===== src/rtl/tick_pkg.sv =====
// package: register map, field positions and reset values of the tick timer
package tick_pkg;
  localparam int unsigned ADDR_W = 4;
  localparam int unsigned DATA_W = 32;
  localparam int unsigned COUNT_W = 24;
  // byte offsets of the words on the register bus
  localparam logic [ADDR_W-1:0] CTRL_OFFS = 4'h0;
  localparam logic [ADDR_W-1:0] RELOAD_OFFS = 4'h4;
  localparam logic [ADDR_W-1:0] CURRENT_OFFS = 4'h8;
  localparam logic [ADDR_W-1:0] MASK_OFFS = 4'hC;
  // control/status word fields
  localparam int unsigned EN_BIT = 0;
  localparam int unsigned FLAG_BIT = 16;
  // reset values and bus response codes
  localparam logic EN_RST = 1'b0;
  localparam logic FLAG_RST = 1'b0;
  localparam logic MASK_RST = 1'b0;
  localparam logic [COUNT_W-1:0] RELOAD_RST = 24'h000000;
  localparam logic [COUNT_W-1:0] COUNT_RST = 24'h000000;
  localparam logic [1:0] RESP_OKAY = 2'h0;
  localparam logic [1:0] RESP_SLVERR = 2'h2;
endpackage : tick_pkg


===== src/rtl/system_tick_timer.sv =====
// system tick timer: 24-bit down counter behind an AXI4-Lite register slave
// Operation
// - the counter is 24 bits wide, counts down and reloads at zero.
// - any write to the current count register clears the count to zero.
// - while enabled, count down to zero, reload next cycle, keep counting.
// - the zero-reached flag sets one cycle after the count steps from one to zero.
// - reading the register holding the zero-reached flag clears it.
// - a zero reload value keeps the counter parked at zero.
`timescale 1ns/1ps
module system_tick_timer (
  input wire logic ref_clk_in, // 200 MHz core clock
  input wire logic reset_in, // synchronous reset, active high
  input wire logic [tick_pkg::ADDR_W-1:0] s_axi_awaddr_in, // write address
  input wire logic s_axi_awvalid_in, // write address valid
  output logic s_axi_awready_out, // write address ready
  input wire logic [tick_pkg::DATA_W-1:0] s_axi_wdata_in, // write data
  input wire logic [3:0] s_axi_wstrb_in, // write byte strobes
  input wire logic s_axi_wvalid_in, // write data valid
  output logic s_axi_wready_out, // write data ready
  output logic [1:0] s_axi_bresp_out, // write response
  output logic s_axi_bvalid_out, // write response valid
  input wire logic s_axi_bready_in, // write response ready
  input wire logic [tick_pkg::ADDR_W-1:0] s_axi_araddr_in, // read address
  input wire logic s_axi_arvalid_in, // read address valid
  output logic s_axi_arready_out, // read address ready
  output logic [tick_pkg::DATA_W-1:0] s_axi_rdata_out, // read data
  output logic [1:0] s_axi_rresp_out, // read response
  output logic s_axi_rvalid_out, // read data valid
  input wire logic s_axi_rready_in, // read data ready
  output logic irq_out // level interrupt, zero reached and unmasked
);
  import tick_pkg::*;

  // register map, one aligned 32-bit word each, byte addresses on the bus:
  //   control/status: enable in bit 0 (read/write), zero-reached flag in
  //     bit 16 (read only); any read of this word clears the flag
  //   reload value: bits 23:0, upper byte reads as zero, writes ignored
  //   current count: reads the live count; any write clears it to zero,
  //     whatever data or strobes come with it
  //   interrupt mask: bit 16, same layout as the flag in the status word
  // any other address answers with an error response and has no effect
  //
  // timing seen from the bus: a write takes effect at the edge where both
  // halves are present, the same edge at which the response is raised;
  // a read captures its word at the address edge, so a count read is
  // one cycle old by the time the data is presented
  //
  // limitation: the count is not read coherently with the flag; software
  // that needs both reads the status word first, then the count
  //
  // a count left over from before reset has no meaning; the core clears it,
  // but software should still write the current count before enabling
  //
  // bus behaviour: address and data halves of a write may arrive in either
  // order; whichever comes first is held until its partner shows up, and
  // both readies stay low while a write response waits to be taken, so
  // at most one write is in flight; reads likewise wait for the previous
  // read data to be taken before the next address is accepted
  //
  // interrupt: one level output, high while the sticky flag is set and the
  // mask bit is set; masking hides the flag from the output but does not
  // clear it, so unmasking later raises the interrupt again
  //
  // the flag is raised only by a count stepping from one to zero; a clear
  // through the current count register or a parked counter never raises it
  //
  // after reset: enable, flag, mask and reload are zero, the bus is idle
  // with every ready high, and the first request may come at the next edge

  // the byte-lane merge below and the field layout assume these values
  initial begin
    if (COUNT_W != 24) begin
      $error("system_tick_timer: reload merge is written for a 24-bit count");
    end
    if (DATA_W != 32) begin
      $error("system_tick_timer: register words must be 32 bits");
    end
    if (EN_BIT >= DATA_W || FLAG_BIT >= DATA_W) begin
      $error("system_tick_timer: field position outside the register word");
    end
    if (EN_BIT == FLAG_BIT) begin
      $error("system_tick_timer: enable and flag share a bit");
    end
    if (CTRL_OFFS[1:0] != 2'h0 || RELOAD_OFFS[1:0] != 2'h0 ||
        CURRENT_OFFS[1:0] != 2'h0 || MASK_OFFS[1:0] != 2'h0) begin
      $error("system_tick_timer: register offsets must be word aligned");
    end
  end

  // write holding registers, address and data may come in either order; then write response and read channel registers
  logic aw_held_ff;
  logic w_held_ff;
  logic [ADDR_W-1:0] aw_addr_ff;
  logic [DATA_W-1:0] w_data_ff;
  logic [3:0] w_strb_ff;
  logic bvalid_ff;
  logic [1:0] bresp_ff;
  logic rvalid_ff;
  logic [1:0] rresp_ff;
  logic [DATA_W-1:0] rdata_ff;

  // control and status state; count and zero_hit come from the counter core,
  // which owns the count so that clear, reload and decrement meet in one place
  logic enable_ff;
  logic flag_ff;
  logic mask_ff;
  logic [COUNT_W-1:0] reload_ff;
  logic [COUNT_W-1:0] count;
  logic zero_hit;

  // channel handshakes: one write and one read in flight at a time; the
  // readies are built from flops only, never from the valids, so no
  // combinational path runs from a master's valid back to its ready;
  // the cost is an idle gap between back-to-back transfers
  wire aw_fire = s_axi_awvalid_in & s_axi_awready_out;
  wire w_fire = s_axi_wvalid_in & s_axi_wready_out;
  wire ar_fire = s_axi_arvalid_in & s_axi_arready_out;
  assign s_axi_awready_out = ~aw_held_ff & ~bvalid_ff;
  assign s_axi_wready_out = ~w_held_ff & ~bvalid_ff;
  assign s_axi_arready_out = ~rvalid_ff;

  // both halves of the write present this cycle, from holding regs or the bus
  wire aw_have = aw_held_ff | aw_fire;
  wire w_have = w_held_ff | w_fire;
  wire wr_go = aw_have & w_have & ~bvalid_ff;
  wire [ADDR_W-1:0] wr_addr = aw_held_ff ? aw_addr_ff : s_axi_awaddr_in;
  wire [DATA_W-1:0] wr_data = w_held_ff ? w_data_ff : s_axi_wdata_in;
  wire [3:0] wr_strb = w_held_ff ? w_strb_ff : s_axi_wstrb_in;

  // write address decode; a decode only counts while both halves are present,
  // so a held address never acts on stale data
  wire wr_ctrl = wr_go & (wr_addr == CTRL_OFFS);
  wire wr_reload = wr_go & (wr_addr == RELOAD_OFFS);
  wire wr_current = wr_go & (wr_addr == CURRENT_OFFS);
  wire wr_mask = wr_go & (wr_addr == MASK_OFFS);
  wire wr_hit = wr_ctrl | wr_reload | wr_current | wr_mask;

  // read address decode; only meaningful in the cycle the address is taken,
  // which is also the cycle that clears the flag on a status read
  wire rd_ctrl = ar_fire & (s_axi_araddr_in == CTRL_OFFS);
  wire rd_reload = ar_fire & (s_axi_araddr_in == RELOAD_OFFS);
  wire rd_current = ar_fire & (s_axi_araddr_in == CURRENT_OFFS);
  wire rd_mask = ar_fire & (s_axi_araddr_in == MASK_OFFS);
  wire rd_hit = rd_ctrl | rd_reload | rd_current | rd_mask;

  // status fields placed at their bit positions
  wire [DATA_W-1:0] flag_field = DATA_W'(flag_ff) << FLAG_BIT;
  wire [DATA_W-1:0] enable_field = DATA_W'(enable_ff) << EN_BIT;
  wire [DATA_W-1:0] mask_field = DATA_W'(mask_ff) << FLAG_BIT;

  // read data selection; control word carries enable and the zero-reached flag
  wire [DATA_W-1:0] ctrl_word = flag_field | enable_field;
  wire [DATA_W-1:0] rd_word = rd_ctrl ? ctrl_word :
                              rd_reload ? DATA_W'(reload_ff) :
                              rd_current ? DATA_W'(count) :
                              rd_mask ? mask_field : '0;

  // response codes: unmapped addresses answer an error and change nothing
  wire [1:0] wr_resp = wr_hit ? RESP_OKAY : RESP_SLVERR;
  wire [1:0] rd_resp = rd_hit ? RESP_OKAY : RESP_SLVERR;

  // byte-lane merge for the 24-bit reload register; lane 3 has no storage,
  // so its strobe and data are dropped without an error response
  wire [COUNT_W-1:0] reload_merged = {
    wr_strb[2] ? wr_data[23:16] : reload_ff[23:16],
    wr_strb[1] ? wr_data[15:8] : reload_ff[15:8],
    wr_strb[0] ? wr_data[7:0] : reload_ff[7:0]};
  wire en_lane = wr_strb[EN_BIT/8];
  wire flag_lane = wr_strb[FLAG_BIT/8];

  // flag: a zero hit in the same cycle as the clearing read wins, so no
  // zero crossing is ever lost to a read that raced it
  wire flag_set = zero_hit;
  wire flag_read_clear = rd_ctrl;
  wire nxt_flag = flag_set | (flag_ff & ~flag_read_clear);
  wire nxt_enable = (wr_ctrl & en_lane) ? wr_data[EN_BIT] : enable_ff;
  wire nxt_mask = (wr_mask & flag_lane) ? wr_data[FLAG_BIT] : mask_ff;

  // address half of a write waits here when the data half is late
  always_ff @(posedge ref_clk_in) begin
    if (reset_in) begin
      aw_held_ff <= 1'b0;
      aw_addr_ff <= '0;
    end else if (aw_fire & ~wr_go) begin
      aw_held_ff <= 1'b1;
      aw_addr_ff <= s_axi_awaddr_in;
    end else if (wr_go) begin
      aw_held_ff <= 1'b0;
    end
  end

  // data half of a write waits here when the address half is late
  always_ff @(posedge ref_clk_in) begin
    if (reset_in) begin
      w_held_ff <= 1'b0;
      w_data_ff <= '0;
      w_strb_ff <= 4'h0;
    end else if (w_fire & ~wr_go) begin
      w_held_ff <= 1'b1;
      w_data_ff <= s_axi_wdata_in;
      w_strb_ff <= s_axi_wstrb_in;
    end else if (wr_go) begin
      w_held_ff <= 1'b0;
    end
  end

  // write response; raising it blocks both readies, so one write at a time
  always_ff @(posedge ref_clk_in) begin
    if (reset_in) begin
      bvalid_ff <= 1'b0;
      bresp_ff <= RESP_OKAY;
    end else if (wr_go) begin
      bvalid_ff <= 1'b1;
      bresp_ff <= wr_resp;
    end else if (s_axi_bready_in) begin
      bvalid_ff <= 1'b0;
    end
  end

  // read valid: raised one cycle after the address is taken, held until taken
  always_ff @(posedge ref_clk_in) begin
    if (reset_in) begin
      rvalid_ff <= 1'b0;
    end else if (ar_fire) begin
      rvalid_ff <= 1'b1;
    end else if (s_axi_rready_in) begin
      rvalid_ff <= 1'b0;
    end
  end

  // read word and code captured with the address, stable while valid stands
  always_ff @(posedge ref_clk_in) begin
    if (reset_in) begin
      rresp_ff <= RESP_OKAY;
      rdata_ff <= '0;
    end else if (ar_fire) begin
      rresp_ff <= rd_resp;
      rdata_ff <= rd_word;
    end
  end

  // enable bit of the control word
  always_ff @(posedge ref_clk_in) begin
    if (reset_in) begin
      enable_ff <= EN_RST;
    end else begin
      enable_ff <= nxt_enable;
    end
  end

  // interrupt mask, same bit position as the flag it gates
  always_ff @(posedge ref_clk_in) begin
    if (reset_in) begin
      mask_ff <= MASK_RST;
    end else begin
      mask_ff <= nxt_mask;
    end
  end

  // sticky zero-reached flag; set and read-clear are resolved in nxt_flag
  always_ff @(posedge ref_clk_in) begin
    if (reset_in) begin
      flag_ff <= FLAG_RST;
    end else begin
      flag_ff <= nxt_flag;
    end
  end

  // reload value, changed only by a write to the reload word
  always_ff @(posedge ref_clk_in) begin
    if (reset_in) begin
      reload_ff <= RELOAD_RST;
    end else if (wr_reload) begin
      reload_ff <= reload_merged;
    end
  end

  // counter core; the clear ignores data and strobes on purpose, since any
  // write to the current count must clear it, even one with no strobes set;
  // the core acts on a new enable from the edge after the response rises
  tick_down_counter #(
    .WIDTH(COUNT_W)
  ) u_counter (
    .ref_clk_in(ref_clk_in),
    .reset_in(reset_in),
    .enable_in(enable_ff),
    .clear_in(wr_current),
    .reload_in(reload_ff),
    .count_out(count),
    .zero_hit_out(zero_hit)
  );

  // bus outputs
  assign s_axi_bvalid_out = bvalid_ff;
  assign s_axi_bresp_out = bresp_ff;
  assign s_axi_rvalid_out = rvalid_ff;
  assign s_axi_rresp_out = rresp_ff;
  assign s_axi_rdata_out = rdata_ff;

  // interrupt level follows the sticky flag through the mask; both inputs
  // are flops, so the level is glitch free and drops at the edge that
  // takes the clearing read
  assign irq_out = flag_ff & mask_ff;
endmodule : system_tick_timer


===== src/rtl/tick_down_counter.sv =====
// down counter core with clear, reload and zero detection
`timescale 1ns/1ps
module tick_down_counter #(
  parameter int unsigned WIDTH = 24
) (
  input wire logic ref_clk_in, // core clock
  input wire logic reset_in, // synchronous reset, active high
  input wire logic enable_in, // counting enabled
  input wire logic clear_in, // software write to current count
  input wire logic [WIDTH-1:0] reload_in, // reload value
  output logic [WIDTH-1:0] count_out, // current count
  output logic zero_hit_out // one-cycle pulse on a count step from one to zero
);
  import tick_pkg::*;

  initial begin
    if (WIDTH < 2) $error("tick_down_counter: WIDTH must be at least 2");
  end

  logic [WIDTH-1:0] count_ff;
  logic [WIDTH-1:0] nxt_count;
  logic zero_hit_ff;
  logic nxt_zero_hit;
  wire at_zero = (count_ff == '0);

  // clear beats counting; at zero the next step is the reload, zero reload parks it
  always_comb begin
    nxt_count = count_ff;
    nxt_zero_hit = 1'b0;
    if (clear_in) begin
      nxt_count = '0;
    end else if (enable_in) begin
      if (at_zero) begin
        nxt_count = reload_in;
      end else begin
        nxt_count = count_ff - 1'b1;
        nxt_zero_hit = (count_ff == {{(WIDTH-1){1'b0}}, 1'b1});
      end
    end
  end

  // count has no meaning after reset, cleared anyway for clean simulation
  always_ff @(posedge ref_clk_in) begin
    if (reset_in) begin
      count_ff <= COUNT_RST[WIDTH-1:0];
      zero_hit_ff <= 1'b0;
    end else begin
      count_ff <= nxt_count;
      zero_hit_ff <= nxt_zero_hit;
    end
  end

  assign count_out = count_ff;
  assign zero_hit_out = zero_hit_ff;
endmodule : tick_down_counter


===== config.mk =====
export PLATFORM = sky130hd
export DESIGN_NAME = system_tick_timer
export DESIGN_NICKNAME = d
export VERILOG_FILES = /design/src/rtl/tick_pkg.sv /design/src/rtl/system_tick_timer.sv /design/src/rtl/tick_down_counter.sv
export SDC_FILE = /design/constraint.sdc
export NUM_CORES = 1
export LEC_CHECK = 0
export BUFFER_PORTS_ARGS = -buffer_cell sky130_fd_sc_hd__buf_2
export CORE_ASPECT_RATIO = 1.75
export CORE_MARGIN = 8
export CORE_UTILIZATION = 56
export DETAILED_ROUTE_END_ITERATION = 7
export HOLD_SLACK_MARGIN = 0.1
export PLACE_DENSITY = 0.78
export SYNTH_ARGS = -nofsm -noshare
export SYNTH_HDL_FRONTEND = slang
export SYNTH_HIERARCHICAL = 1
export SYNTH_SLANG_ARGS = --single-unit

===== constraint.sdc =====
create_clock -name ref_clk_in -period 3 [get_ports ref_clk_in]
set_clock_uncertainty 0.1 [all_clocks]
set_input_delay 0.3 -clock ref_clk_in [delete_from_list [all_inputs] [get_ports ref_clk_in]]
set_output_delay 0.3 -clock ref_clk_in [all_outputs]
set_load 0.1 [all_outputs]

# Word level (Yosys, flattened, before mapping)
# Cells that the tools add are included.
# Widths: inputs -> output; s select.
[classes] add_sub_neg=1 n_eq_ne=7 muxes=17 n_bitwise=38 reduce_logical=12
[op_table] cell="$mux 24" count=5
[op_table] cell="$eq 24x1->1 const B" count=1
[op_table] cell="$logic_not 24->1" count=1
[op_table] cell="$sub 24x1->24 const B" count=1
[op_table] cell="$and 1x1->1" count=21
[op_table] cell="$mux 17" count=1
[op_table] cell="$or 17x1->17" count=1
[op_table] cell="$eq 4x4->1 const B" count=4
[op_table] cell="$or 1x1->1" count=9
[op_table] cell="$eq 4x3->1 const B" count=2
[op_table] cell="$logic_not 4->1" count=2
[op_table] cell="$reduce_bool 2->1" count=4
[op_table] cell="$mux 1" count=7
[op_table] cell="$not 1->1" count=7
[op_table] cell="$reduce_and 2->1" count=3
[op_table] cell="$mux 2" count=2
[op_table] cell="$mux 4" count=1
[op_table] cell="$reduce_or 4->1" count=1
[op_table] cell="$mux 3" count=1
[op_table] cell="$reduce_or 2->1" count=1
[totals] ff_bits=123 input_bits=51 output_inout_bits=42 elab_cells=93

# Logic depth before layout (Yosys ltp)
# Gate-level depths: netlist of run 1.
[logic_depth] ltp_word=11 depth_mapped=12 mapped_depth_nobuf=8

# By module
# The synthesis of run 1 kept the hierarchy.
[modules_own_cells] mod="system_tick_timer" instances=1 cells_each=412 area_per_inst_um2=3816.2 seq_area_each_um2=1761.7
[modules_own_cells] mod="tick_down_counter" instances=1 cells_each=210 area_per_inst_um2=1654.1 seq_area_each_um2=500.5

# Worst setup path after synthesis of run 1
# Ideal clock, no wire load.
[synth_path] kind="reg-to-reg" start="register bvalid_ff (netlist: s_axi_bvalid_out)" end="register w_data_ff[10]" setup_ps=132 arrival_ps=3058 t_required_ps=2768 setup_slack_ps=-290 path_stages_with_launch=6 n_path_buf=1 period_less_slack_ps=3290 path_cell_list="dfxtp_1 nor2_1 nand3_1 clkbuf_1 nand2_1 a21oi_1"
[synth_between] elab_chain_cells=8 elab_cells_between_ends=11 classes_between="bitwise (11)"
[synth_lines] element="start, declared" line="system_tick_timer.sv:96" text="logic bvalid_ff;"
[synth_lines] element="start signal, assigned" line="system_tick_timer.sv:210" text="bvalid_ff <= 1'b0;"
[synth_lines] element="start signal, assigned" line="system_tick_timer.sv:213" text="bvalid_ff <= 1'b1;"
[synth_lines] element="start signal, assigned" line="system_tick_timer.sv:216" text="bvalid_ff <= 1'b0;"
[synth_lines] element="$not 1->1 (*)" line="system_tick_timer.sv:119" text="assign s_axi_wready_out = ~w_held_ff & ~bvalid_ff;"
[synth_lines] element="$and 1x1->1 (*)" line="system_tick_timer.sv:119"
[synth_lines] element="net s_axi_wready_out" line="system_tick_timer.sv:19" text="output logic s_axi_wready_out,"
[synth_lines] element="$and 1x1->1 (*)" line="system_tick_timer.sv:116" text="wire w_fire = s_axi_wvalid_in & s_axi_wready_out;"
[synth_lines] element="$or 1x1->1" line="system_tick_timer.sv:124" text="wire w_have = w_held_ff | w_fire;"
[synth_lines] element="$and 1x1->1 (2 in series)" line="system_tick_timer.sv:125" text="wire wr_go = aw_have & w_have & ~bvalid_ff;"
[synth_lines] element="$not 1->1" line="system_tick_timer.sv:198" text="end else if (w_fire & ~wr_go) begin"
[synth_lines] element="$and 1x1->1 (*)" line="system_tick_timer.sv:198"
[synth_lines] element="end signal, assigned" line="system_tick_timer.sv:200" text="w_data_ff <= s_axi_wdata_in;"
[synth_lines] element="end, declared" line="system_tick_timer.sv:94" text="logic [DATA_W-1:0] w_data_ff;"
# The timed path passes the listed nets; every way through them passes the cells marked *.
# A chain may end at the register's enable or synchronous reset.

# Final worst setup path of run 1
[layout_path] start="register u_counter.count_ff[2] (netlist: u_counter/count_out[2])" end="register u_counter.count_ff[19] (netlist: u_counter/count_out[19])"
[layout_between] elab_chain_cells=2 elab_cells_between_ends=3 classes_between="add/sub (1); mux (1); reduce/logical (1)"
[layout_lines] element="start, declared" line="tick_down_counter.sv:20" text="logic [WIDTH-1:0] count_ff;"
[layout_lines] element="start signal, assigned" line="tick_down_counter.sv:45" text="count_ff <= COUNT_RST[WIDTH-1:0];"
[layout_lines] element="start signal, assigned" line="tick_down_counter.sv:48" text="count_ff <= nxt_count;"
[layout_lines] element="$sub 24x1->24 / $logic_not 24->1 (equally long branches)" line="tick_down_counter.sv:36, tick_down_counter.sv:24"
[layout_lines] element="$mux 24 (*)" line="tick_down_counter.sv:33" text="if (at_zero) begin"
# Mark *: on every way between the ends. The rest lies on a longest branch, timed or not.

==> results of run 1 <==
==> registers in the layout, indices dropped and copies added, names as in the netlist, 3 cells and up <==
register / cells
reload_ff: 24
s_axi_rdata_out: 24
u_counter/count_out: 24
w_data_ff: 24
aw_addr_ff: 4
w_strb_ff: 3
==> metrics by stage <==
step,instance area [um2],power (W),hold slack (ns),instances
floorplan,5510,0.00211,0.313,631
global placement,5840,0.00224,0.324,786
detailed placement,5840,0.00225,0.341,786
CTS,6690,0.00412,0.102,848
global route,6690,0.00425,0.112,848
finish,6690,0.00413,0.105,848
==> final cells by class <==
type | instances | area, um2 | share of cell area
Timing Repair Buffer | 124 | 828 | 0.124
Multi-Input combinational cell | 444 | 2860 | 0.428
Clock inverter | 8 | 90.1 | 0.0135
Tap cell | 125 | 156 | 0.0234
Clock buffer | 22 | 444 | 0.0664
Sequential cell | 113 | 2260 | 0.338
Inverter | 12 | 45.0 | 0.00673
==> what timing repair did <==
action / CTS / global route
setup buffers: 0 / 0
setup endpoints to repair: 0 / 0
endpoints found under the hold margin: 32 / 0
hold buffers: 32 / 0
==> layer usage <==
layer | routed length [um] | vias to the layer above
met4 | 563 | 0
met3 | 950 | 55
met5 | 0 | -
met2 | 8930 | 216
met1 | 6160 | 2613
li1 | - | 2495
==> critical path, delay by kind of cell (launching register included) <==
| kind | cells | cell delay, ns |
|---|---|---|
| simple gates | 3 | 1.57 |
| compound gates | 2 | 0.25 |
| flops | 1 | 0.38 |
| buf+inv | 1 | 0.20 |
==> where the power goes <==
group	leakage [nW]	internal [W]	switching, W	total (W)
Combinational	1.41	0.000229	0.000473	0.000702
Sequential	0.915	0.00154	0.0000342	0.00158
Clock	0.267	0.00120	0.000653	0.00185
==> worst min-delay path by stage <==
stage,endpoint,from,cells after the start
4_1_cts,aw_addr_ff[2],s_axi_awaddr_in[2],3
5_1_grt,aw_addr_ff[2],s_axi_awaddr_in[2],3
2_1_floorplan,flag_ff,u_counter/zero_hit_out,2
3_5_place_dp,flag_ff,u_counter/zero_hit_out,2
6_report,aw_addr_ff[2],s_axi_awaddr_in[2],3
3_3_place_gp,flag_ff,u_counter/zero_hit_out,2
==> logic make-up (layout without fill, tap and decap cells) <==
group,Yosys count,in the layout
xor gates and xnor gates,1,1
AOI/OAI and AO/OA,194,194
adders and majority gates,3,3
other,1,10
DFF,113,113
buffers and inverters,74,166
muxes,37,37
and+or+nand+nor,199,199
==> layout by cell type (no fill, tap or decap), types with 3 or more instances in the layout <==
master         synthesis  layout
inv_1                 12      12
nand4_1                3       3
dlygate4sd3_1          0      32
buf_4                 16      19
and2_1                 4       4
a21oi_2                4       4
clkbuf_1              25       5
nor4_1                 9       9
or3_1                  4       4
a21oi_1               77      77
o21ai_0               17      17
clkbuf_16              0      17
dfxtp_1              113     112
nor3_1                17      17
mux2_2                 5       5
nand3b_1               3       3
o2bb2ai_1              3       3
nand2b_1               4       4
buf_2                 17      73
a311oi_1              11      11
clkinv_2               0       6
conb_1                 1      10
nor2_1                48      47
a211oi_1              23      23
a32o_1                 7       7
o32ai_1                3       3
a222oi_1              22      22
mux2i_1               31      31
nand2_1               67      67
and3_1                 5       5
nor3_4                 3       3
or4_1                  4       4
o22ai_1                6       6
nand3_1                9       9
ha_1                   3       3
and4_1                 3       3
a31oi_1                4       4
==> reports/qor.csv, run 1 <==
stage;metric;value;unit
route;routedWlPerCell;19.6;um
timing;report.final.setup_viol;0;
clock_tree;clock-sinks;113;
finish;syn_to_final_growth;22.3;%
floorplan;die_x;90.7;um
clock_tree;cts_buffer_depth;2;
logic_synthesis;ys_types;65;
pwr;p_leak;2.59;nW
global_routing;grt_pass1_wl;26800;um
timing;max_slew_margin;0.225;
route;routed_via_density;6.34;
critical_path;critical_path.max_fanout;9;
global_routing;grt_max_degree;52;
finish;n_antenna_cell;0;
critical_path;r2r-start;u_counter/count_out[2];
timing;drv_slew;0;
timing;setup_ws;0.369;ns
critical_path;r2r-end;u_counter/count_out[19];
timing;rsz0062_at_grt;false;
critical_path;r2r_cells;6;
outcome;outcome;finished, final reports clean;
route;routed_wl;16600;um
global_routing;grt_pass1_vias;5389;
global_routing;met1_usage;0.249;
hold_path;hold_class;in2reg;
route;detail_route.first_pass.iterations;6;
critical_path;cp-end-kind;register;
finish;post-route-util;0.692;
logic_synthesis;synth-main-ff-cell;dfxtp_1;
floorplan;coreArea;0.00967;mm2
clock_tree;cts_resized;0;
route;final_antenna_net_count;0;
run;maxCapViolations;0;
critical_path;slowest_stage;or4_1;
place;hpwl;11000;um
clock_tree;cts_tree;yes;
global_routing;grt_use_met2;0.457;
pwr;max-vdd-ir-drop;0.000471;V
critical_path;crit_chain;or4_1 > buf_4 > or4_1 > nor4_1 > o2bb2ai_1 > a21oi_1;
global_routing;antenna_found_initial;0;
logic_synthesis;ys_seq_area_frac;0.414;
logic_synthesis;yosys.area_share.simple;0.190;
global_routing;grt_usage;0.248;
pwr;p_per_area;617;mW/mm2
critical_path;arrival;2.81;ns
timing;hold_viol;0;
clock_tree;numCtsBuffers;17;
critical_path;setup.worst_path.end;u_counter/count_out[19];
logic_synthesis;yosys_warnings;6;
logic_synthesis;synth_top_family_by_area;compound AO/OA/AOI/OAI gates;
timing;finalCriticalPeriod;2.63;ns
clock_tree;cts_max_level;4;
logic_synthesis;synth_most_common_cell;dfxtp_1;
critical_path;reg2reg_slack;0.37;ns
logic_synthesis;synth_xor_area_frac;0.00160;
logic_synthesis;synthTopCellsByArea;dfxtp_1 41%, a21oi_1 7.0%, mux2i_1 5.7%;
timing;clock.fmax;0.380;GHz
logic_synthesis;netlist.area_leader.share;0.414;
logic_synthesis;syn-cell-area;0.00547;mm2
timing;tightest_slew;1.16;ns
clock_tree;clk_latency;0.41;ns
floorplan;pin_count;93;
critical_path;path_class;reg2reg;
logic_synthesis;synth.avg_cell_area;8.79;um2
finish;drive_above_1_share;0.203;
logic_synthesis;ys_seq_elements;113;
critical_path;path_common_cell;or4_1;
global_routing;grt-ovfl-total;0;
logic_synthesis;synth_edf_count;0;
logic_synthesis;synth_compound_area_frac;0.246;
floorplan;initial_core_util;0.566;
place;io_buffers;73;
route;first_iter_violations;570;
critical_path;required;3.18;ns
route;via_count;5379;
clock_tree;clk_pin_slew;0.05;ns
logic_synthesis;synth_adder_area_share;0.00686;
logic_synthesis;synth_top_area_cell;dfxtp_1;
critical_path;cp-startpoint;u_counter/count_out[2];
logic_synthesis;synth_common_cells;113 x dfxtp_1, 77 x a21oi_1, 67 x nand2_1;
floorplan;rows;48;
logic_synthesis;synthMuxAreaShare;0.0711;
logic_synthesis;netlist_instances;622;
critical_path;cpPeakStageDelay;0.58;ns
global_routing;grt_use_met3;0.0654;
finish;fin_nets;766;
floorplan;die_y;147;um
timing;finalCritPeriodShare;0.877;
place;pre_cts_slack;0.410;ns
place;gp_congestion;0.925;
clock_tree;clock-root-buffer;clkbuf_16;
critical_path;cp-start-kind;register;
logic_synthesis;async_reset_ff_frac;0;
timing;tns;0;ns
finish;nFillCells;729;
floorplan;dieArea;0.0133;mm2
global_routing;busiest_layer;met2;
route;drc;0;
Note: power is estimated with default switching activity, not from simulation.
==> inputs of run 2 (changes only) <==
- ABC_AREA: default -> 1
- CELL_PAD_IN_SITES_DETAIL_PLACEMENT: default -> 0
- CELL_PAD_IN_SITES_GLOBAL_PLACEMENT: default -> 2
- CORE_UTILIZATION: 56 -> 31
==> run 2 against run 1 <==
Count of clock-buffer cells in the layout unchanged. Clock power up 13%. Cell area up 14%. Non-clock buffer count shrank 7. Critical path type unchanged. Critical endpoint is now u_counter/count_out[0]. Largest cell class unchanged.
==> reports/qor.csv, run 2 <==
stage;metric;value;unit;change
clock_tree;cts_max_level;4;;unchanged
critical_path;worst-path-buf-inv;3;;was 1
finish;fin_nets;1100;;was 766
logic_synthesis;syn-cell-area;0.00627;mm2;was 0.00547 mm2
logic_synthesis;synth.avg_cell_area;6.57;um2;was 8.79 um2
floorplan;pin_count;93;;unchanged
clock_tree;cts_tree;yes;;unchanged
clock_tree;holdBufCountCts;34;;was 32
global_routing;grt_pass1_vias;5906;;was 5389
route;routed_via_density;4.48;;was 6.34
hold_path;hold_class;in2reg;;unchanged
route;via_count;5855;;was 5379
clock_tree;clk_latency;0.42;ns;was 0.41 ns
pwr;max-vdd-ir-drop;0.000327;V;was 0.000471 V
pwr;swShare;0.272;;was 0.281
route;detail_route.first_pass.iterations;4;;was 6
route;wl_met2;9520;um;was 8930 um
logic_synthesis;ys_seq_elements;113;;unchanged
critical_path;cpPeakStageDelay;0.35;ns;was 0.58 ns
logic_synthesis;synthTopCellsByArea;dfxtp_1 36%, nand2_1 16%, inv_1 7.4%;;was dfxtp_1 41%, a21oi_1 7.0%, mux2i_1 5.7%
finish;drive_above_1_share;0.168;;was 0.203
place;pre_cts_slack;0.809;ns;was 0.410 ns
logic_synthesis;yosys_warnings;6;;unchanged
finish;post-route-util;0.380;;was 0.692
pwr;p_per_area;551;mW/mm2;was 617 mW/mm2
critical_path;arrival;2.36;ns;was 2.81 ns
timing;max_slew_margin;0.528;;was 0.225
global_routing;grt_pass1_wl;30200;um;was 26800 um
route;routedWlPerCell;13.9;um;was 19.6 um
place;gp_congestion;0.772;;was 0.925
floorplan;die_y;204;um;was 147 um
route;first_iter_violations;300;;was 570
route;wl_met1;7700;um;was 6160 um
run;maxCapViolations;0;;unchanged
global_routing;grt_usage;0.153;;was 0.248
pwr;p_int;0.00307;W;was 0.00297 W
critical_path;cp-end-kind;register;;unchanged
floorplan;initial_core_util;0.312;;was 0.566
logic_synthesis;netlist_instances;955;;was 622
logic_synthesis;ys_seq_area_frac;0.361;;was 0.414
finish;n_antenna_cell;0;;unchanged
global_routing;grt_max_degree;63;;was 52
finish;layout_common_cells;274 x nand2_1, 122 x inv_1, 120 x nor2_1, 113 x dfxtp_1, 73 x buf_2;;was 112 x dfxtp_1, 77 x a21oi_1, 73 x buf_2, 67 x nand2_1, 47 x nor2_1
timing;tns;0;ns;unchanged
pwr;p_total;0.00421;W;was 0.00413 W
route;maxUsedRoutingLayer;met4;;unchanged
critical_path;required;3.21;ns;was 3.18 ns
logic_synthesis;async_reset_ff_frac;0;;unchanged
place;io_buffers;73;;unchanged
finish;nFillCells;2204;;was 729
route;routed_wl;18100;um;was 16600 um
route;wl_met3;578;um;was 950 um
finish;area.sequential;0.00226;mm2;about the same
clock_tree;cts_resized;0;;unchanged
timing;finalCritPeriodShare;0.718;;was 0.877
timing;clock.fmax;0.464;GHz;was 0.380 GHz
critical_path;crit_family;simple AND/OR/NAND/NOR gates;;unchanged
logic_synthesis;synth_edf_count;0;;unchanged
clock_tree;clk_pin_slew;0.05;ns;about the same
critical_path;slowest_stage;dfxtp_1;;was or4_1
clock_tree;clock-root-buffer;clkbuf_16;;unchanged
floorplan;coreArea;0.0201;mm2;was 0.00967 mm2
pwr;pwr-share-comb;0.128;;was 0.170
timing;setup_ws;0.845;ns;was 0.369 ns
clock_tree;clock-sinks;113;;unchanged
finish;syn_to_final_growth;22.0;%;was 22.3%
critical_path;crit_chain;inv_1 > ha_1 > nand2_1 > nor2_4 > nand3_4 > inv_2 > o21ai_0 > o21ai_0 > inv_1;;was or4_1 > buf_4 > or4_1 > nor4_1 > o2bb2ai_1 > a21oi_1
logic_synthesis;synth-main-ff-cell;dfxtp_1;;unchanged
logic_synthesis;ys_types;39;;was 65
timing;hold_viol;0;;unchanged
timing;tightest_slew;0.708;ns;was 1.16 ns
pwr;p_leak;3.78;nW;was 2.59 nW
clock_tree;cts_setup_buffers;0;;unchanged
logic_synthesis;netlist.area_leader.share;0.361;;was 0.414
route;drc;0;;unchanged
logic_synthesis;synth_top_area_cell;dfxtp_1;;unchanged
timing;rsz0062_at_grt;false;;unchanged
pwr;clockPowerShare;0.495;;was 0.448
timing;report.final.setup_viol;0;;unchanged
critical_path;critical_path.max_fanout;22;;was 9
finish;multi_input_comb_area;0.00320;mm2;was 0.00286 mm2
pwr;power_switching;0.00115;W;was 0.00116 W
outcome;outcome;finished, final reports clean;;unchanged
timing;finalCriticalPeriod;2.16;ns;was 2.63 ns
floorplan;dieArea;0.0252;mm2;was 0.0133 mm2
floorplan;die_x;124;um;was 90.7 um
logic_synthesis;synth_most_common_cell;nand2_1;;was dfxtp_1
clock_tree;cts_buffer_depth;2;;unchanged
clock_tree;numCtsBuffers;17;;unchanged
pwr;seqPwrFrac;0.377;;was 0.382
finish;layout_commonest_cell;nand2_1;;was dfxtp_1
global_routing;antenna_found_initial;0;;unchanged
route;final_antenna_net_count;0;;unchanged
floorplan;rows;69;;was 48
place;hpwl;12700;um;was 11000 um
global_routing;grt-ovfl-total;0;;unchanged
critical_path;cp-start-kind;register;;unchanged
timing;drv_slew;0;;unchanged
logic_synthesis;synth_common_cells;274 x nand2_1, 123 x inv_1, 121 x nor2_1;;was 113 x dfxtp_1, 77 x a21oi_1, 67 x nand2_1
critical_path;path_class;reg2reg;;unchanged
-- run 2: cell count changes after synthesis, sizes merged, moves of 31 or more --
cell	change
o21ai	+51
mux2i	-31
nand2	+215
nand3	+62
inv	+116
nor2	+88
-- run 2: cell type report --
| type | count | share of cell area |
|---|---|---|
| tap | 248 | 0.0405 |
| clock buffer | 22 | 0.0620 |
| sequential | 113 | 0.296 |
| timing repair buffer | 117 | 0.104 |
| clock inverter | 10 | 0.0173 |
| multi-input combinational | 669 | 0.418 |
| inverter | 128 | 0.0631 |
-- run 2: power groups by stage --
stage / clock (W) / combinational [W] / sequential [W]
final: 0.00209 / 0.000537 / 0.00159
after global routing: 0.00222 / 0.000595 / 0.00160
after CTS: 0.00215 / 0.000545 / 0.00159
after detailed placement: 0 / 0.000510 / 0.00162
after global placement: 0 / 0.000509 / 0.00162
after floorplan: 0 / 0.000382 / 0.00165
-- run 2: worst min-delay path, delay by kind of cell --
kind | cells | cell delay, ns
AOI/OAI and AO/OA | 2 | 0.13
buffers and inverters | 1 | 0.13
and+or+nand+nor | 1 | 0.05
-- run 2: kinds of logic (layout without fill, tap and decap cells) --
| family | after synthesis | in the layout | share of synthesized area |
|---|---|---|---|
| other | 1 | 10 | 0.000598 |
| AND/OR/NAND/NOR | 525 | 525 | 0.383 |
| AO/OA/AOI/OAI | 129 | 129 | 0.111 |
| adder cells (fa/ha/maj) | 3 | 3 | 0.00599 |
| buffers and inverters | 182 | 277 | 0.135 |
| flip-flops | 113 | 113 | 0.361 |
| XOR/XNOR | 2 | 2 | 0.00279 |
-- run 2: path summary, 6_finish.rpt --
| path | startpoint | endpoint | slack, ns | cells past startpoint |
|---|---|---|---|---|
| setup reg to reg | u_counter/count_out[0] | u_counter/count_out[0] | 0.84 | 9 |
| hold / removal | s_axi_awvalid_in | w_held_ff | 0.15 | 4 |
| hold reg to reg | aw_addr_ff[2] | aw_addr_ff[2] | 0.35 | 2 |
| setup / recovery | u_counter/count_out[0] | u_counter/count_out[0] | 0.84 | 9 |
-- run 2: through the flow --
stage               instance area, um2  hold WS, ns  instances
finish                            7650        0.148       1307
global route                      7650        0.172       1307
CTS                               7650        0.130       1307
detailed placement                6710        0.346       1241
global placement                  6710        0.335       1241
floorplan                         6310        0.269        964
-- run 2: metal layers --
| metal | global-route usage | up-vias |
|---|---|---|
| met2 | 0.279 | 82 |
| met5 | 0 | - |
| met1 | 0.168 | 2619 |
| met3 | 0.0343 | 20 |
| met4 | 0.0549 | 0 |
| li1 | - | 3134 |
==> inputs of run 3 (changes only) <==
- CORE_UTILIZATION: 31 -> 28
- PLACE_DENSITY: 0.78 -> 0.74
- clock period: 3 -> 1.9 ns (I/O delays scaled with it)
==> run 3 against run 2 <==
Die area is 9.6% higher. Cell count is 7.0% higher. Sequential share of layout area is 1.9 points lower. Cell area is 7.2% higher. Critical path depth is 1 lower. First-iteration DRC count fell by 15%. Utilization down 0.89 points. Wire length increased by 5.1%. Non-clock buffer count rose by 46. Global-route usage fell by 0.85 points.
==> reports/qor.csv, run 3 (synthesized netlist as in run 2, its figures left out) <==
stage;metric;value;unit;change
critical_path;reg2reg_slack;0.16;ns;was 0.84 ns
timing;report.final.setup_viol;0;;unchanged
finish;nFillCells;2424;;was 2204
floorplan;pin_count;93;;unchanged
place;place_area;0.00720;mm2;was 0.00671 mm2
route;via_count;6029;;was 5855
critical_path;path_class;in2reg;;was reg2reg
clock_tree;clk_latency;0.42;ns;about the same
global_routing;grt_max_degree;49;;was 63
critical_path;required;2.10;ns;was 3.21 ns
finish;drive_above_1_share;0.201;;was 0.168
timing;finalCritPeriodShare;0.931;;
finish;syn_to_final_growth;30.7;%;was 22.0%
finish;finalInstanceArea;0.00820;mm2;was 0.00765 mm2
clock_tree;cts_tree;yes;;unchanged
timing;rsz0062_at_grt;false;;unchanged
floorplan;rows;72;;was 69
timing;drv_slew;0;;unchanged
clock_tree;numCtsBuffers;17;;unchanged
floorplan;die_x;129;um;was 124 um
route;routedWlPerCell;13.6;um;was 13.9 um
timing;setup_ws;0.131;ns;was 0.845 ns
critical_path;crit_chain;dlygate4sd3_1 > buf_2 > nor2_2 > nor2_4 > buf_4 > nor2_1 > nor2_1 > dlygate4sd3_1;;was inv_1 > ha_1 > nand2_1 > nor2_4 > nand3_4 > inv_2 > o21ai_0 > o21ai_0 > inv_1
pwr;p_per_area;816;mW/mm2;was 551 mW/mm2
run;maxCapViolations;0;;unchanged
global_routing;grt_pass1_wl;31300;um;was 30200 um
timing;max_slew_margin;0.604;;was 0.528
finish;fin_nets;1146;;was 1100
critical_path;cpPeakStageDelay;0.56;ns;was 0.35 ns
place;io_buffers;73;;unchanged
finish;n_antenna_cell;0;;unchanged
clock_tree;cts_setup_buffers;0;;unchanged
critical_path;crit_family;buffers and inverters;;was simple AND/OR/NAND/NOR gates
critical_path;cp-start-kind;input pin;;was register
global_routing;antenna_found_initial;0;;unchanged
place;gp_congestion;0.767;;was 0.772
critical_path;worst-path-buf-inv;4;;was 3
global_routing;grt_pass1_vias;6036;;was 5906
route;routed_wl;19000;um;was 18100 um
finish;layout_common_cells;273 x nand2_1, 121 x inv_1, 118 x nor2_1, 110 x dfxtp_1, 73 x buf_2;;was 274 x nand2_1, 122 x inv_1, 120 x nor2_1, 113 x dfxtp_1, 73 x buf_2
timing;tightest_slew;0.588;ns;was 0.708 ns
floorplan;dieArea;0.0276;mm2;was 0.0252 mm2
timing;finalCriticalPeriod;1.77;ns;
route;routed_via_density;4.31;;was 4.48
place;post-place-cells;1329;;was 1241
hold_path;hold_class;in2reg;;unchanged
floorplan;die_y;214;um;was 204 um
clock_tree;clock-root-buffer;clkbuf_16;;unchanged
floorplan;coreArea;0.0221;mm2;was 0.0201 mm2
outcome;outcome;finished, final reports clean;;unchanged
pwr;p_leak;4.05;nW;was 3.78 nW
route;drc;0;;unchanged
global_routing;grt-ovfl-total;0;;unchanged
timing;clock.fmax;0.565;GHz;
clock_tree;cts_buffer_depth;2;;unchanged
floorplan;initial_core_util;0.284;;was 0.312
finish;layout_commonest_cell;nand2_1;;unchanged
clock_tree;cts_max_level;4;;unchanged
global_routing;grt_usage;0.145;;was 0.153
clock_tree;clock-sinks;113;;unchanged
route;first_iter_violations;255;;was 300
place;pre_cts_slack;0.124;ns;was 0.809 ns
place;hpwl;14000;um;was 12700 um
finish;final_cells;1399;;was 1307
timing;hold_viol;0;;unchanged
critical_path;cp-end-kind;register;;unchanged
route;detail_route.first_pass.iterations;4;;unchanged
critical_path;arrival;1.97;ns;was 2.36 ns
clock_tree;clk_pin_slew;0.05;ns;about the same
critical_path;slowest_stage;dlygate4sd3_1;;was dfxtp_1
route;final_antenna_net_count;0;;unchanged
pwr;max-vdd-ir-drop;0.000435;V;was 0.000327 V
critical_path;critical_path.max_fanout;10;;was 22
==> run 3: layout make-up <==
cell class,count,area (um2),area share
sequential,113,2270,0.277
inverter,128,489,0.0597
multi-input combinational,669,3240,0.395
clock buffer,24,482,0.0587
tap,296,370,0.0452
timing repair buffer,163,1240,0.151
clock inverter,6,105,0.0128
==> run 3: per-stage QoR <==
stage	power [W]	utilization	hold WS, ns	TNS (ns)
final	0.00669	0.372	0.138	0
after global routing	0.00699	0.372	0.208	0
after CTS	0.00680	0.371	0.114	0
after detailed placement	0.00344	0.326	0.340	0
after global placement	0.00343	0.326	0.337	0
after floorplan	0.00324	-	0.153	-0.585
==> run 3: worst paths after layout <==
kind	from	to	cells after the start
worst max-delay path	s_axi_wvalid_in	s_axi_bvalid_out	8
worst min-delay path	s_axi_araddr_in[3]	flag_ff	5
worst max register to register	u_counter/count_out[0]	u_counter/count_out[2]	9
worst min register to register	aw_addr_ff[2]	aw_addr_ff[2]	2
==> run 3: worst min-delay path, stage by stage <==
cell and delay, ns:
buf_2 0.15, nor2_1 0.07, nand2_1 0.08, a21oi_1 0.06, nor2_1 0.07
==> run 3: timing repair <==
action                     in CTS  in global routing
hold buffers                   40                  0
resized for setup               0                  4
hold endpoints to repair       51                  0
setup endpoints to repair       0                  9
==> run 3: report_power, final <==
group / internal [W] / leakage, nW / switching (W)
Sequential: 0.00246 / 0.918 / 0.0000534
Combinational: 0.000296 / 2.84 / 0.000641
Clock: 0.00214 / 0.290 / 0.00110
Total: 0.00490 / 4.05 / 0.00179
==> run 3: layer usage <==
layer | track usage | up-vias | routed length, um
met3 | 0.0301 | 27 | 597
li1 | - | 3234 | -
met4 | 0.0610 | 0 | 437
met5 | 0 | - | 0
met2 | 0.263 | 91 | 10100
met1 | 0.156 | 2677 | 7900
